File: src/shared/link_pkg.sv
// Constants, field layout and state codes for the link control and status registers.
// Assumes a configuration-space access port with dword addresses and byte enables.
package link_pkg;

    // Register byte offsets in configuration space.
    localparam logic [11:0] LINK_CTRL_OFS   = 12'h0B0;
    localparam logic [11:0] LINK_STAT_OFS   = 12'h0B2;

    // Values after reset.
    localparam logic [15:0] LINK_CTRL_RESET = 16'h0000;
    localparam logic [15:0] LINK_STAT_RESET = 16'h1000;

    // Control field positions.
    localparam int CTL_SHARED_REFCLK = 6;
    localparam int CTL_RETRAIN       = 5;
    localparam int CTL_LINK_OFF      = 4;
    localparam int CTL_COMPL_BOUND   = 3;
    localparam int CTL_IDLE_PWR_LO   = 0;

    // Status field positions.
    localparam int STS_AUTO_BW       = 15;
    localparam int STS_BW_MGMT       = 14;
    localparam int STS_DLINK_UP      = 13;
    localparam int STS_SLOT_REFCLK   = 12;
    localparam int STS_TRAINING      = 11;
    localparam int STS_UNDEFINED     = 10;
    localparam int STS_WIDTH_LO      = 4;
    localparam int STS_RATE_LO       = 0;

    // Reset and hardwired values of single fields.
    localparam logic       SLOT_REFCLK_RESET = 1'h1;
    localparam logic       COMPL_BOUND_64B   = 1'h0;
    localparam logic [5:0] WIDTH_RESET       = 6'h00;
    localparam logic [3:0] RATE_RESET        = 4'h0;

    // Consecutive autonomous training sets needed before the flag is raised.
    localparam logic [3:0] AUTO_TS_COUNT     = 4'h8;

    // Training state machine states as reported by the physical layer.
    typedef enum logic [3:0] {
        LT_DETECT   = 4'h0,
        LT_POLLING  = 4'h1,
        LT_CONFIG   = 4'h2,
        LT_L0       = 4'h3,
        LT_RECOVERY = 4'h4,
        LT_L1       = 4'h5,
        LT_L0S      = 4'h6,
        LT_DISABLED = 4'h7,
        LT_HOTRESET = 4'h8
    } ltssm_t;

    // Software retrain tracker, Gray coded along idle, wait, train.
    typedef enum logic [1:0] {
        TRK_IDLE  = 2'b00,
        TRK_WAIT  = 2'b01,
        TRK_TRAIN = 2'b11
    } trk_t;

endpackage

File: src/shared/ts_if.sv
// Carries received training-set events to the autonomous-change counter and its result back.
// Assumes both ends run on the core clock.
`timescale 1ns/1ns
interface ts_if;
    logic ts_valid;
    logic ts_auto;
    logic auto_hit;

    modport feed  (output ts_valid, output ts_auto, input auto_hit);
    modport count (input ts_valid, input ts_auto, output auto_hit);
endinterface

File: src/rtl/ts_auto_counter.sv
// Counts consecutive received training sets that carry the autonomous change mark.
// Assumes one ts_valid pulse per received TS1 or TS2 set, on the core clock.
`timescale 1ns/1ns
module ts_auto_counter
    import link_pkg::*;
(
    input  wire logic clock,
    input  wire logic rst_n,
    ts_if.count       ts
);

    logic [3:0] run_r;
    logic [3:0] run_nxt;
    logic       hit_r;
    logic       reach;

    // A marked set extends the run, an unmarked set breaks it; the run saturates.
    assign reach   = ts.ts_valid && ts.ts_auto && (run_r == AUTO_TS_COUNT - 4'h1);
    assign run_nxt = !ts.ts_valid ? run_r :
                     !ts.ts_auto ? 4'h0 :
                     (run_r == AUTO_TS_COUNT) ? run_r : run_r + 4'h1;

    // Run counter and a single pulse when the eighth marked set arrives.
    always_ff @(posedge clock) begin
        if (!rst_n) begin
            run_r <= 4'h0;
            hit_r <= 1'b0;
        end else begin
            run_r <= run_nxt;
            hit_r <= reach;
        end
    end

    assign ts.auto_hit = hit_r;

endmodule

File: src/rtl/link_ctrl_status.sv
// Link control (lower bits) and link status registers of one root port.
// Assumes a configuration access port on the core clock and a training state
// machine and data-link state machine on the same clock driving the status inputs.
//
// How it works
// - Bit 6 selects shared (1) or separate (0) reference clocks, read/write.
// - Advertised fast-training-sequence count follows the shared clock bit.
// - Writing 1 to bit 5 sends the training machine into Recovery.
// - Bit 5 always reads 0 and clears itself.
// - Bit 4 set forces the link toward Disabled through Recovery.
// - Any change of bit 4 triggers an automatic retrain.
// - Bit 4 reads back the written value regardless of link state.
// - Bit 3 is hardwired 0, a 64 byte completion boundary.
// - Two-bit idle power field; 10 or 11 enable L1 entry, 01 reserved.
// - Autonomous bandwidth flag sets on own speed or width change without link down.
// - Eight consecutive marked training sets set the autonomous bandwidth flag.
// - A downstream autonomous change reported by the physical layer sets it too.
// - Bandwidth management flag sets when a software retrain completes without link down.
// - A write of 1 to bit 5 leads to the management flag, even mid-training, unless the link goes down before training ends.
// - Reliability corrections and non-autonomous downstream changes also set it.
// - Bit 13 reads 1 while the data link is active, registered one cycle behind dl_active.
// - Bit 12 resets to 1: slot uses the connector reference clock.
// - Bit 11 shows training in Configuration, Recovery, or a pending retrain.
// - Bits 9:4 give negotiated lane count, captured in L0 or L1.
// - Bits 3:0 give negotiated rate: 0001b 2.5 GT/s, 0010b 5 GT/s.
`timescale 1ns/1ns
module link_ctrl_status
    import link_pkg::*;
#(
    parameter logic [7:0] NFTS_SHARED   = 8'h20,
    parameter logic [7:0] NFTS_SEPARATE = 8'h80
)
(
    input  wire logic        clock,
    input  wire logic        rst_n,
    input  wire logic        cfg_wr,
    input  wire logic        cfg_rd,
    input  wire logic [11:0] cfg_addr,
    input  wire logic [3:0]  cfg_be,
    input  wire logic [31:0] cfg_wdata,
    output logic [31:0]      cfg_rdata,
    output logic             cfg_rd_valid,
    input  wire ltssm_t      ltssm_state,
    input  wire logic        dl_active,
    input  wire logic        dl_down,
    input  wire logic [5:0]  neg_width,
    input  wire logic [3:0]  neg_speed,
    input  wire logic        ts_valid,
    input  wire logic        ts_auto_change,
    input  wire logic        hw_auto_bw_change,
    input  wire logic        hw_reliab_bw_change,
    input  wire logic        phy_dsp_bw_change,
    input  wire logic        phy_dsp_autonomous,
    output logic             retrain_go,
    output logic             link_off_request,
    output logic             shared_refclk_select,
    output logic [7:0]       nfts_advertised,
    output logic             l1_entry_enable
);

    ////////////////////////////////////////////////////////////////////////////////
    // Helpers.

    // True when the state is one in which the link is up and fields are valid.
    function automatic logic link_up(input ltssm_t st);
        link_up = (st == LT_L0) || (st == LT_L1);
    endfunction

    // True when the state is one of the training states.
    function automatic logic in_training(input ltssm_t st);
        in_training = (st == LT_CONFIG) || (st == LT_RECOVERY);
    endfunction

    ////////////////////////////////////////////////////////////////////////////////
    // Storage.

    logic        shared_refclk_r;
    logic        link_off_r;
    logic [1:0]  idle_power_level_r;
    logic        retrain_go_r;
    logic        auto_bw_change_flag_r;
    logic        bw_mgmt_change_flag_r;
    logic        dlink_up_indicator_r;
    logic        training_in_progress_r;
    logic [5:0]  negotiated_lane_count_r;
    logic [3:0]  negotiated_rate_r;
    logic [31:0] rdata_r;
    logic        rd_valid_r;
    logic [7:0]  nfts_r;
    logic        l1_enable_r;
    trk_t        trk_r;
    trk_t        trk_nxt;

    ////////////////////////////////////////////////////////////////////////////////
    // Address decode and write strobes.

    // Both registers share one dword; low byte lanes hold control, high lanes status.
    logic        hit_dw;
    logic        wr_ctl_lo;
    logic        wr_sts_hi;
    logic        retrain_wr;
    logic        link_off_nxt;
    logic        link_off_flip;
    logic [15:0] ctl_word;
    logic [15:0] sts_word;

    assign hit_dw     = (cfg_addr[11:2] == LINK_CTRL_OFS[11:2]);
    assign wr_ctl_lo  = cfg_wr && hit_dw && cfg_be[0];
    assign wr_sts_hi  = cfg_wr && hit_dw && cfg_be[3];
    assign retrain_wr = wr_ctl_lo && cfg_wdata[CTL_RETRAIN];

    // Next value of the disable bit and whether a write changes it.
    assign link_off_nxt  = wr_ctl_lo ? cfg_wdata[CTL_LINK_OFF] : link_off_r;
    assign link_off_flip = link_off_nxt != link_off_r;

    ////////////////////////////////////////////////////////////////////////////////
    // Control bits.

    // Software-writable control fields, taken from byte lane 0.
    always_ff @(posedge clock) begin
        if (!rst_n) begin
            shared_refclk_r    <= LINK_CTRL_RESET[CTL_SHARED_REFCLK];
            link_off_r         <= LINK_CTRL_RESET[CTL_LINK_OFF];
            idle_power_level_r <= LINK_CTRL_RESET[CTL_IDLE_PWR_LO +: 2];
        end else if (wr_ctl_lo) begin
            shared_refclk_r    <= cfg_wdata[CTL_SHARED_REFCLK];
            link_off_r         <= cfg_wdata[CTL_LINK_OFF];
            idle_power_level_r <= cfg_wdata[CTL_IDLE_PWR_LO +: 2];
        end
    end

    // Retrain command: one pulse per software request or change of the disable bit.
    always_ff @(posedge clock) begin
        if (!rst_n) begin
            retrain_go_r <= 1'b0;
        end else begin
            retrain_go_r <= retrain_wr || link_off_flip;
        end
    end

    // Values derived from control fields for the training machine.
    always_ff @(posedge clock) begin
        if (!rst_n) begin
            nfts_r      <= NFTS_SEPARATE;
            l1_enable_r <= 1'b0;
        end else begin
            nfts_r      <= shared_refclk_r ? NFTS_SHARED : NFTS_SEPARATE;
            l1_enable_r <= idle_power_level_r[1];
        end
    end

    ////////////////////////////////////////////////////////////////////////////////
    // Training-set counter for autonomous changes seen from the far end.

    ts_if ts_bus ();

    assign ts_bus.ts_valid = ts_valid;
    assign ts_bus.ts_auto  = ts_auto_change;

    ts_auto_counter u_ts_count (
        .clock (clock),
        .rst_n (rst_n),
        .ts    (ts_bus.count)
    );

    ////////////////////////////////////////////////////////////////////////////////
    // Software retrain tracker.

    // Waits for training to start after a request, then for it to finish.
    always_comb begin
        trk_nxt = trk_r;
        case (trk_r)
            TRK_IDLE: begin
                if (retrain_wr) begin
                    trk_nxt = TRK_WAIT;
                end
            end
            TRK_WAIT: begin
                if (dl_down) begin
                    trk_nxt = TRK_IDLE;
                end else if (in_training(ltssm_state)) begin
                    trk_nxt = TRK_TRAIN;
                end
            end
            TRK_TRAIN: begin
                if (dl_down) begin
                    trk_nxt = TRK_IDLE;
                end else if (retrain_wr) begin
                    trk_nxt = TRK_WAIT;
                end else if (link_up(ltssm_state)) begin
                    trk_nxt = TRK_IDLE;
                end
            end
            default: begin
                trk_nxt = TRK_IDLE;
            end
        endcase
    end

    // Tracker state register.
    always_ff @(posedge clock) begin
        if (!rst_n) begin
            trk_r <= TRK_IDLE;
        end else begin
            trk_r <= trk_nxt;
        end
    end

    ////////////////////////////////////////////////////////////////////////////////
    // Bandwidth change events.

    // A software retrain is complete when training ends with the link up and no link down.
    logic retrain_done;
    logic auto_set;
    logic mgmt_set;
    logic auto_clr;
    logic mgmt_clr;

    assign retrain_done = (trk_r == TRK_TRAIN) && !retrain_wr && !dl_down
                          && link_up(ltssm_state);
    assign auto_set = (hw_auto_bw_change && !dl_down)
                      || ts_bus.auto_hit
                      || (phy_dsp_bw_change && phy_dsp_autonomous);
    assign mgmt_set = retrain_done
                      || (hw_reliab_bw_change && !dl_down)
                      || (phy_dsp_bw_change && !phy_dsp_autonomous);
    assign auto_clr = wr_sts_hi && cfg_wdata[16 + STS_AUTO_BW];
    assign mgmt_clr = wr_sts_hi && cfg_wdata[16 + STS_BW_MGMT];

    // Sticky flags: a set in the same cycle as a clear wins.
    always_ff @(posedge clock) begin
        if (!rst_n) begin
            auto_bw_change_flag_r <= LINK_STAT_RESET[STS_AUTO_BW];
            bw_mgmt_change_flag_r <= LINK_STAT_RESET[STS_BW_MGMT];
        end else begin
            auto_bw_change_flag_r <= auto_set || (auto_bw_change_flag_r && !auto_clr);
            bw_mgmt_change_flag_r <= mgmt_set || (bw_mgmt_change_flag_r && !mgmt_clr);
        end
    end

    ////////////////////////////////////////////////////////////////////////////////
    // Link state reporting.

    // Training indication covers the wait between a request and Recovery.
    logic training_nxt;

    assign training_nxt = in_training(ltssm_state) || (trk_nxt == TRK_WAIT);

    // Live status bits sampled every cycle.
    always_ff @(posedge clock) begin
        if (!rst_n) begin
            dlink_up_indicator_r   <= LINK_STAT_RESET[STS_DLINK_UP];
            training_in_progress_r <= LINK_STAT_RESET[STS_TRAINING];
        end else begin
            dlink_up_indicator_r   <= dl_active;
            training_in_progress_r <= training_nxt;
        end
    end

    // Width and rate are captured only while the link is up, held otherwise.
    always_ff @(posedge clock) begin
        if (!rst_n) begin
            negotiated_lane_count_r <= WIDTH_RESET;
            negotiated_rate_r       <= RATE_RESET;
        end else if (link_up(ltssm_state)) begin
            negotiated_lane_count_r <= neg_width;
            negotiated_rate_r       <= neg_speed;
        end
    end

    ////////////////////////////////////////////////////////////////////////////////
    // Read path.

    // Control word: retrain reads 0, boundary hardwired, bit 2 reserved.
    assign ctl_word = {9'h000,
                       shared_refclk_r,
                       1'b0,
                       link_off_r,
                       COMPL_BOUND_64B,
                       1'b0,
                       idle_power_level_r};

    // Status word: the undefined bit reads 0 and ignores writes.
    assign sts_word = {auto_bw_change_flag_r,
                       bw_mgmt_change_flag_r,
                       dlink_up_indicator_r,
                       SLOT_REFCLK_RESET,
                       training_in_progress_r,
                       1'b0,
                       negotiated_lane_count_r,
                       negotiated_rate_r};

    // Registered read answer one cycle after the request; other addresses read 0.
    always_ff @(posedge clock) begin
        if (!rst_n) begin
            rdata_r    <= 32'h0000_0000;
            rd_valid_r <= 1'b0;
        end else begin
            rd_valid_r <= cfg_rd;
            if (cfg_rd) begin
                rdata_r <= hit_dw ? {sts_word, ctl_word} : 32'h0000_0000;
            end
        end
    end

    ////////////////////////////////////////////////////////////////////////////////
    // Outputs.

    assign cfg_rdata            = rdata_r;
    assign cfg_rd_valid         = rd_valid_r;
    assign retrain_go           = retrain_go_r;
    assign link_off_request     = link_off_r;
    assign shared_refclk_select = shared_refclk_r;
    assign nfts_advertised      = nfts_r;
    assign l1_entry_enable      = l1_enable_r;

endmodule

File: config.mk
export PLATFORM = sky130hd
export DESIGN_NAME = link_ctrl_status
export DESIGN_NICKNAME = d
export VERILOG_FILES = /design/src/shared/link_pkg.sv /design/src/shared/ts_if.sv /design/src/rtl/ts_auto_counter.sv /design/src/rtl/link_ctrl_status.sv
export SDC_FILE = /design/constraint.sdc
export NUM_CORES = 1
export LEC_CHECK = 0
export BUFFER_PORTS_ARGS = -buffer_cell sky130_fd_sc_hd__buf_4
export CAP_MARGIN = 20
export CORE_ASPECT_RATIO = 1.4
export CORE_MARGIN = 5
export CORE_UTILIZATION = 43
export DETAILED_ROUTE_END_ITERATION = 6
export PLACE_DENSITY_LB_ADDON = 0.3
export SYNTH_ARGS = -nofsm -noshare
export SYNTH_HDL_FRONTEND = slang
export SYNTH_SLANG_ARGS = --single-unit
File: constraint.sdc
create_clock -name clock -period 1.8 [get_ports clock]
set_clock_uncertainty 0.2 [all_clocks]
set_input_delay 0.27 -clock clock [delete_from_list [all_inputs] [get_ports clock]]
set_output_delay 0.27 -clock clock [all_outputs]
set_load 0.1 [all_outputs]
==> results of run 1 <==
[layout make-up]
type | instances | area share, %
sequential | 49 | 36.7
multi-input combinational | 130 | 32.4
timing repair buffer | 82 | 23.7
tap | 62 | 2.90
clock buffer | 5 | 2.57
inverter | 7 | 0.982
clock inverter | 3 | 0.842
[cell families after synthesis]
logic type / after synthesis / share of synthesized area [%]
muxes: 15 / 7.54
other: 1 / 0.188
AOI/OAI and AO/OA: 38 / 14.3
and+or+nand+nor: 54 / 16.0
DFF: 49 / 49.3
buffers and inverters: 32 / 10.6
adders and majority gates: 2 / 1.26
xor gates and xnor gates: 2 / 0.880
[worst register-to-register path, delay by kind of cell, from the launching register on]
family	cells	cell delay, ns
and+or+nand+nor	3	0.40
DFF	1	0.36
adders and majority gates	1	0.20
muxes	1	0.12
buffers and inverters	1	0.08
[where the power goes]
part	internal (uW)	total (uW)	switching [uW]
combinational	112	368	256
sequential	1100	1110	8.71
clock	276	644	368
total	1490	2120	633
[synthesized netlist by cell type (all sizes together), types with 2 or more instances]
cell / number / area (um^2)
a21oi: 5 / 25.0
a22o: 18 / 158
a31oi: 2 / 12.5
and2: 6 / 37.5
buf: 23 / 178
clkbuf: 2 / 7.51
dfxtp: 49 / 981
ha: 2 / 25.0
inv: 7 / 26.3
mux2i: 15 / 150
nand2: 5 / 18.8
nand3: 5 / 30.0
nand4: 4 / 25.0
nor2: 16 / 62.6
nor2b: 9 / 56.3
nor3: 2 / 10.0
o21ai: 5 / 25.0
[worst min path at each step]
| stage | end | cells after the start | startpoint |
|---|---|---|---|
| after global placement | cfg_rdata[27]$_SDFFE_PN0P_ | 1 | training_in_progress_r$_SDFF_PN0_ |
| after floorplan | u_ts_count.run_r[2]$_SDFFE_PN0P_ | 1 | ts_valid |
| final | negotiated_rate_r[2]$_SDFFE_PN0P_ | 3 | neg_speed[2] |
| after detailed placement | cfg_rdata[29]$_SDFFE_PN0P_ | 1 | dlink_up_indicator_r$_SDFF_PN0_ |
| after global routing | u_ts_count.run_r[2]$_SDFFE_PN0P_ | 2 | ts_valid |
| after CTS | negotiated_rate_r[2]$_SDFFE_PN0P_ | 3 | neg_speed[2] |
[through the flow]
stage	hold WS [ns]	util, %
2_1_floorplan	0.187	-
3_3_place_gp	0.234	57.0
3_5_place_dp	0.243	57.0
4_1_cts	0.00228	59.5
5_1_grt	0.0101	59.5
6_report	0.0132	59.5
[state kept, by name (all words and copies together) (netlist names)]
register / flops
negotiated_rate_r: 4
trk_r: 2
link_off_request: 1
auto_bw_change_flag_r: 1
nfts_advertised: 2
retrain_go: 1
cfg_rdata: 19
training_in_progress_r: 1
shared_refclk_select: 1
u_ts_count.run_r: 4
l1_entry_enable: 1
u_ts_count.ts.auto_hit: 1
cfg_rd_valid: 1
bw_mgmt_change_flag_r: 1
dlink_up_indicator_r: 1
negotiated_lane_count_r: 6
idle_power_level_r: 2
[what timing repair did]
item,in CTS,in global routing
endpoints found under the setup margin,0,0
hold endpoints to repair,2,0
gates resized for setup,0,0
hold buffers,2,0
[cell usage in the layout, fill, tap and decap left out, types with 2 or more instances in the layout]
cell / n
nand3_1: 4
nand2_1: 5
clkinv_4: 2
buf_4: 79
a31oi_1: 2
dfxtp_1: 49
nor2b_1: 9
o21ai_0: 5
a22o_1: 18
nor2_1: 15
and2_1: 6
nand4_1: 4
inv_1: 7
a21oi_1: 5
clkbuf_8: 5
ha_1: 2
mux2i_1: 15
nor3_1: 2
conb_1: 19
dlygate4sd3_1: 2
[layer usage]
| layer | up-vias | part of all wire (%) |
|---|---|---|
| met2 | 49 | 54 |
| li1 | 800 | - |
| met3 | 6 | 6.7 |
| met5 | - | 0 |
| met4 | 0 | 1.3 |
| met1 | 750 | 38 |
==> run_results.csv, run 1 <==
group,metric,value,unit
route,drtIter0Drc,62,
layout,regArea,981,um^2
synthesis,synthCells,193,
global_routing,grtUsageMet2,26.3,%
timing,tns,0,ns
place,io_buffers,70,
worst_setup_path,cp_slowest_cell,"dfxtp_1",
clocking,clock_sinks,49,
layout,postLayoutCellArea,2680,um^2
global_routing,use_met3,4.23,%
worst_setup_path,crit_fanout,4,
global_routing,antenna_found_initial,0,
pwr,totalPowerFinal,2120,uW
layout,num_antenna_cells,0,
layout,instances_no_fill,338,
timing,maxSlewViolCount,0,
timing,max_freq,676,MHz
route,drt_first_pass_iters,4,
layout,fillerInstances,450,
run_status,status,"finished, final reports clean",
layout,multi_input_area,866,um^2
route,ant_nets,0,
timing,hold_viol,0,
route,route.vias.total,1605,
global_routing,first_global_vias,1538,
global_routing,grt_max_degree,19,
pwr,leakage,0.00123,uW
die,core_region_area,4500,um^2
worst_setup_path,critPathKind,"register to output port",
job,cap_viol_max_count,0,
worst_setup_path,worst-path-buf-inv,1,
timing,setup_viol,0,
place,postPlaceCellArea,2560,um^2
synthesis,synth-seq-cells,49,
synthesis,syn_area_per_cell,10.3,um^2
timing,post-route-period-util,82.2,%
worst_setup_path,rr_endpoint,"u_ts_count.run_r[0]$_SDFFE_PN0P_",
clocking,clock_path_buffers,2,
timing,fin_ws,0.320,ns
worst_setup_path,required,1.33,ns
timing,layout_min_cycle_time,1.48,ns
timing,rsz0062_at_grt,"no",
worst_setup_path,cp.arrival,1.01,ns
worst_setup_path,start_kind,"register",
worst_setup_path,endpoint,"link_off_request",
clocking,cts_tree,"done",
place,placed_cells,328,
die,initial_core_util,44.2,%
route,drc,0,
place,place_ws,0.0719,ns
layout,drive_above_1_share,33.7,%
die,io_pins,119,
synthesis,syn_area,1990,um^2
worst_setup_path,cp-startpoint,"link_off_request$_SDFF_PN0_",
route,vias_per_cell,4.75,
synthesis,ys_warn_count,0,
synthesis,synth_cell_types,39,
worst_setup_path,r2r_start,"u_ts_count.run_r[0]$_SDFFE_PN0P_",
synthesis,synthFlopType,"dfxtp_1",
synthesis,synth_edf_count,0,
clocking,root_buffer,"clkbuf_8",
global_routing,grt_usage,14.7,%
place,dp_hpwl,3470,um
die,die_height,90.5,um
clocking,cts_max_level,2,
global_routing,gr-usage-met1,16.1,%
die,die-area,6110,um^2
route,wire_per_inst,13.2,um
layout,area_delta_synth_final,34.4,%
synthesis,synthArstFlopShare,0,%
synthesis,yosysSeqAreaShare,49.3,%
worst_setup_path,cp_cell_sequence,"buf_4",
die,die_width,67.5,um
worst_hold_path,worstHoldPathType,"primary input to register",
worst_setup_path,end_kind,"output port",
clocking,clkTransAtPathRegs,0.10,ns
global_routing,top_usage_layer,"met2",
clocking,clkLatencyLatePin,0.30,ns
layout,nNetsFinal,351,
worst_setup_path,cpLargestDelayFamily,"flip-flops",
route,routed_wirelength,4450,um
place,place.gp.congestion,0.709,
global_routing,grt_first_pass_wirelength,6950,um
clocking,cts_setup_buffers,0,
worst_setup_path,worstSetupPathDepth,1,
global_routing,gr-total-overflow,0,
die,rows,29,
pwr,power.density,793,nW/um^2
worst_setup_path,slowest_delay,0.40,ns
pwr,ir_worst_vdd,604,uV
worst_setup_path,r2r_cells,6,
worst_setup_path,reg2reg_slack,0.34,ns
clocking,cts_inserted_buffers,5,
Note: power is estimated with default switching activity, not from simulation.
==> run 2: changes to the inputs <==
- ABC_AREA: unset -> 1
- CORE_UTILIZATION: 43 -> 44
- clock period: 1.8 -> 1.4 ns (I/O delays scaled with it)
==> run 2 against run 1 <==
- the flow now finishes with violations (setup timing)
- setup slack got worse by 0.37 ns
- sequential share of layout area fell by 4.1 points
- combinational power rose by 46%
- via count rose by 22%
- critical endpoint is now u_ts_count.run_r[3]$_SDFFE_PN0P_
==> run_results.csv, run 2 <==
group,metric,value,unit
run_status,status,"finished, violations left",
run_status,violations,"setup timing",
pwr,power.density,896,nW/um^2
clocking,cts_max_level,2,
timing,layout_min_cycle_time,1.45,ns
synthesis,yosysSeqAreaShare,46.5,%
die,initial_core_util,45.8,%
worst_setup_path,cp-startpoint,"u_ts_count.run_r[0]$_SDFFE_PN0P_",
synthesis,synthMuxAreaShare,0,%
die,die-area,6300,um^2
route,route.vias.total,1952,
layout,area_delta_synth_final,47.3,%
pwr,leakage,0.00138,uW
layout,largest_register_ffs,19,
clocking,clock_sinks,49,
global_routing,first_global_vias,1747,
layout,num_antenna_cells,0,
worst_setup_path,slowest_delay,0.36,ns
timing,hold_viol,0,
layout,layout_commonest_cell,"buf_4",
clocking,clkTransAtPathRegs,0.09,ns
worst_setup_path,r2r_start,"u_ts_count.run_r[0]$_SDFFE_PN0P_",
global_routing,grt_first_pass_wirelength,7310,um
place,place_ws,-0.165,ns
worst_setup_path,end_kind,"register",
synthesis,synth-seq-cells,49,
global_routing,antenna_found_initial,0,
synthesis,synthArstFlopShare,0,%
pwr,ir_worst_vdd,887,uV
synthesis,synth_top_cell_by_area,"dfxtp_1",
synthesis,synth_cell_types,27,
synthesis,synthFlopType,"dfxtp_1",
worst_setup_path,reg2reg_slack,-0.05,ns
worst_setup_path,crit_fanout,3,
synthesis,synth_edf_count,0,
clocking,cts_tree,"done",
worst_setup_path,cp_cell_sequence,"inv_2 -> buf_4 -> nor3_1 -> a21oi_2 -> nor3b_2",
route,drc,0,
worst_hold_path,hold_path_startpoint,"rst_n",
synthesis,synth_compound_area_share,17.9,%
synthesis,syn_area,2110,um^2
timing,setup_viol,1,
timing,rsz0062_at_grt,"yes",
route,drtIter0Drc,152,
layout,layout_common_cells,"buf_4 (82), inv_1 (49), dfxtp_1 (25)",
die,io_pins,119,
place,place.gp.congestion,0.836,
worst_setup_path,rr_endpoint,"u_ts_count.run_r[3]$_SDFFE_PN0P_",
layout,nNetsFinal,440,
synthesis,synthTopCellsByCount,"inv_1 (53), dfxtp_1 (49), nand2_1 (23), buf_4 (19), o21ai_0 (19)",
layout,fillerInstances,397,
synthesis,ys_warn_count,0,
place,io_buffers,70,
layout,instances_no_fill,427,
worst_setup_path,r2r_cells,5,
route,wire_per_inst,11.3,um
layout,regArea,1010,um^2
timing,max_freq,690,MHz
global_routing,grt_max_degree,20,
clocking,clkLatencyLatePin,0.29,ns
synthesis,synth_top_area_share,46.5,%
die,die_width,68.5,um
clocking,clock_path_buffers,2,
synthesis,synth_xor_area_share,0,%
synthesis,synth-simple-area-share,16.0,%
timing,maxSlewViolCount,0,
layout,multi_input_area,868,um^2
clocking,cts_inserted_buffers,5,
place,dp_hpwl,3520,um
die,die_height,91.9,um
synthesis,synth-adder-area-share,1.19,%
timing,fin_ws,-0.0494,ns
synthesis,synth_top_family_by_area,"buffers and inverters",
synthesis,synthCells,262,
die,rows,29,
worst_setup_path,cp_slowest_cell,"nor3_1",
worst_setup_path,start_kind,"register",
worst_hold_path,worstHoldPathType,"primary input to register",
worst_setup_path,cp.arrival,1.48,ns
worst_setup_path,critPathKind,"register to register",
route,drt_first_pass_iters,4,
job,cap_viol_max_count,0,
layout,drive_above_1_share,41.1,%
worst_setup_path,required,1.43,ns
global_routing,gr-total-overflow,0,
route,routed_wirelength,4840,um
die,core_region_area,4610,um^2
route,vias_per_cell,4.57,
global_routing,grt_usage,14.9,%
worst_setup_path,endpoint,"u_ts_count.run_r[3]$_SDFFE_PN0P_",
timing,post-route-period-util,104,%
synthesis,syn_area_per_cell,8.05,um^2
place,placed_cells,400,
synthesis,ys_top_cells_by_area,"dfxtp_1 (47%), inv_1 (9.4%), buf_4 (6.8%), o22ai_2 (5.9%), o21ai_0 (4.5%)",
clocking,root_buffer,"clkbuf_8",
route,ant_nets,0,
synthesis,yosysMostFrequentCell,"inv_1",
==> run 2: cell count changes after synthesis, moves of 9 or more <==
| cell | change |
|---|---|
| nor2b_1 | -9 |
| inv_1 | +46 |
| mux2i_1 | -15 |
| a21oi_1 | +13 |
| a22o_1 | -18 |
| o22ai_2 | +10 |
| o21ai_1 | +9 |
| o21ai_0 | +14 |
| nand2_1 | +18 |
| nand3_1 | +13 |
==> run 2: layer usage <==
metal	wire (um)	vias to the layer above	track usage (%)
met5	0	-	0
met4	108	0	5.97
met3	273	9	2.57
met2	2680	56	27.5
met1	1780	886	15.9
li1	-	1001	-
==> run 2: metrics by stage <==
stage	hold slack, ns	TNS, ns	area [um^2]	util, %	power [uW]
after floorplan	0.103	-0.0730	2200	-	1830
after global placement	0.196	-0.831	2770	60.0	1930
after detailed placement	0.198	-1.48	2770	60.0	1940
after CTS	0.00157	0	3030	65.8	2790
after global routing	0.0208	-0.118	3110	67.4	2890
final	0.000686	-0.0494	3110	67.4	2780
==> run 2: cells by family (layout without fill, tap and decap cells) <==
family          after synthesis  after routing
buf+inv                      81            166
simple gates                 70             70
compound gates               59             59
flops                        49             49
fa+ha+maj                     2              2
other cells                   1             19
==> run 2: cell type report <==
type	count	area share (%)
Tap cell	62	2.50
Inverter	56	6.85
Timing Repair Buffer	102	27.2
Clock buffer	5	2.22
Clock inverter	3	0.685
Sequential cell	49	32.6
Multi-Input combinational cell	150	28.0
==> run 2: repair_timing <==
action	CTS	global route
cloned	0	0
hold buffers	17	0
setup buffers	0	2
endpoints found under the hold margin	17	0
endpoints found under the setup margin	4	5
pin swaps	0	9
gates resized for setup	5	18
==> run 2: worst min path at each step <==
stage / endpoint / slack, ns / cells past startpoint
after global routing: trk_r[1]$_SDFF_PN0_ / 0.02 / 3
after floorplan: cfg_rd_valid$_SDFF_PN0_ / 0.10 / 2
final: trk_r[1]$_SDFF_PN0_ / 0.0007 / 3
after CTS: trk_r[1]$_SDFF_PN0_ / 0.002 / 3
after detailed placement: dlink_up_indicator_r$_SDFF_PN0_ / 0.20 / 3
after global placement: dlink_up_indicator_r$_SDFF_PN0_ / 0.20 / 3
==> run 2: where the power goes <==
group | internal (uW) | switching, uW | total [uW] | leakage, uW
registers | 1420 | 10.6 | 1430 | 0.000410
clock network | 355 | 459 | 814 | 0.0000445
logic | 174 | 362 | 536 | 0.000924
total | 1950 | 831 | 2780 | 0.00138
==> run 2: worst max-delay path: cells and delay by family (launching register included) <==
| kind | cells | cell delay, ns |
|---|---|---|
| buffers and inverters | 2 | 0.18 |
| AND/OR/NAND/NOR | 2 | 0.54 |
| flip-flops | 1 | 0.35 |
| AO/OA/AOI/OAI | 1 | 0.11 |
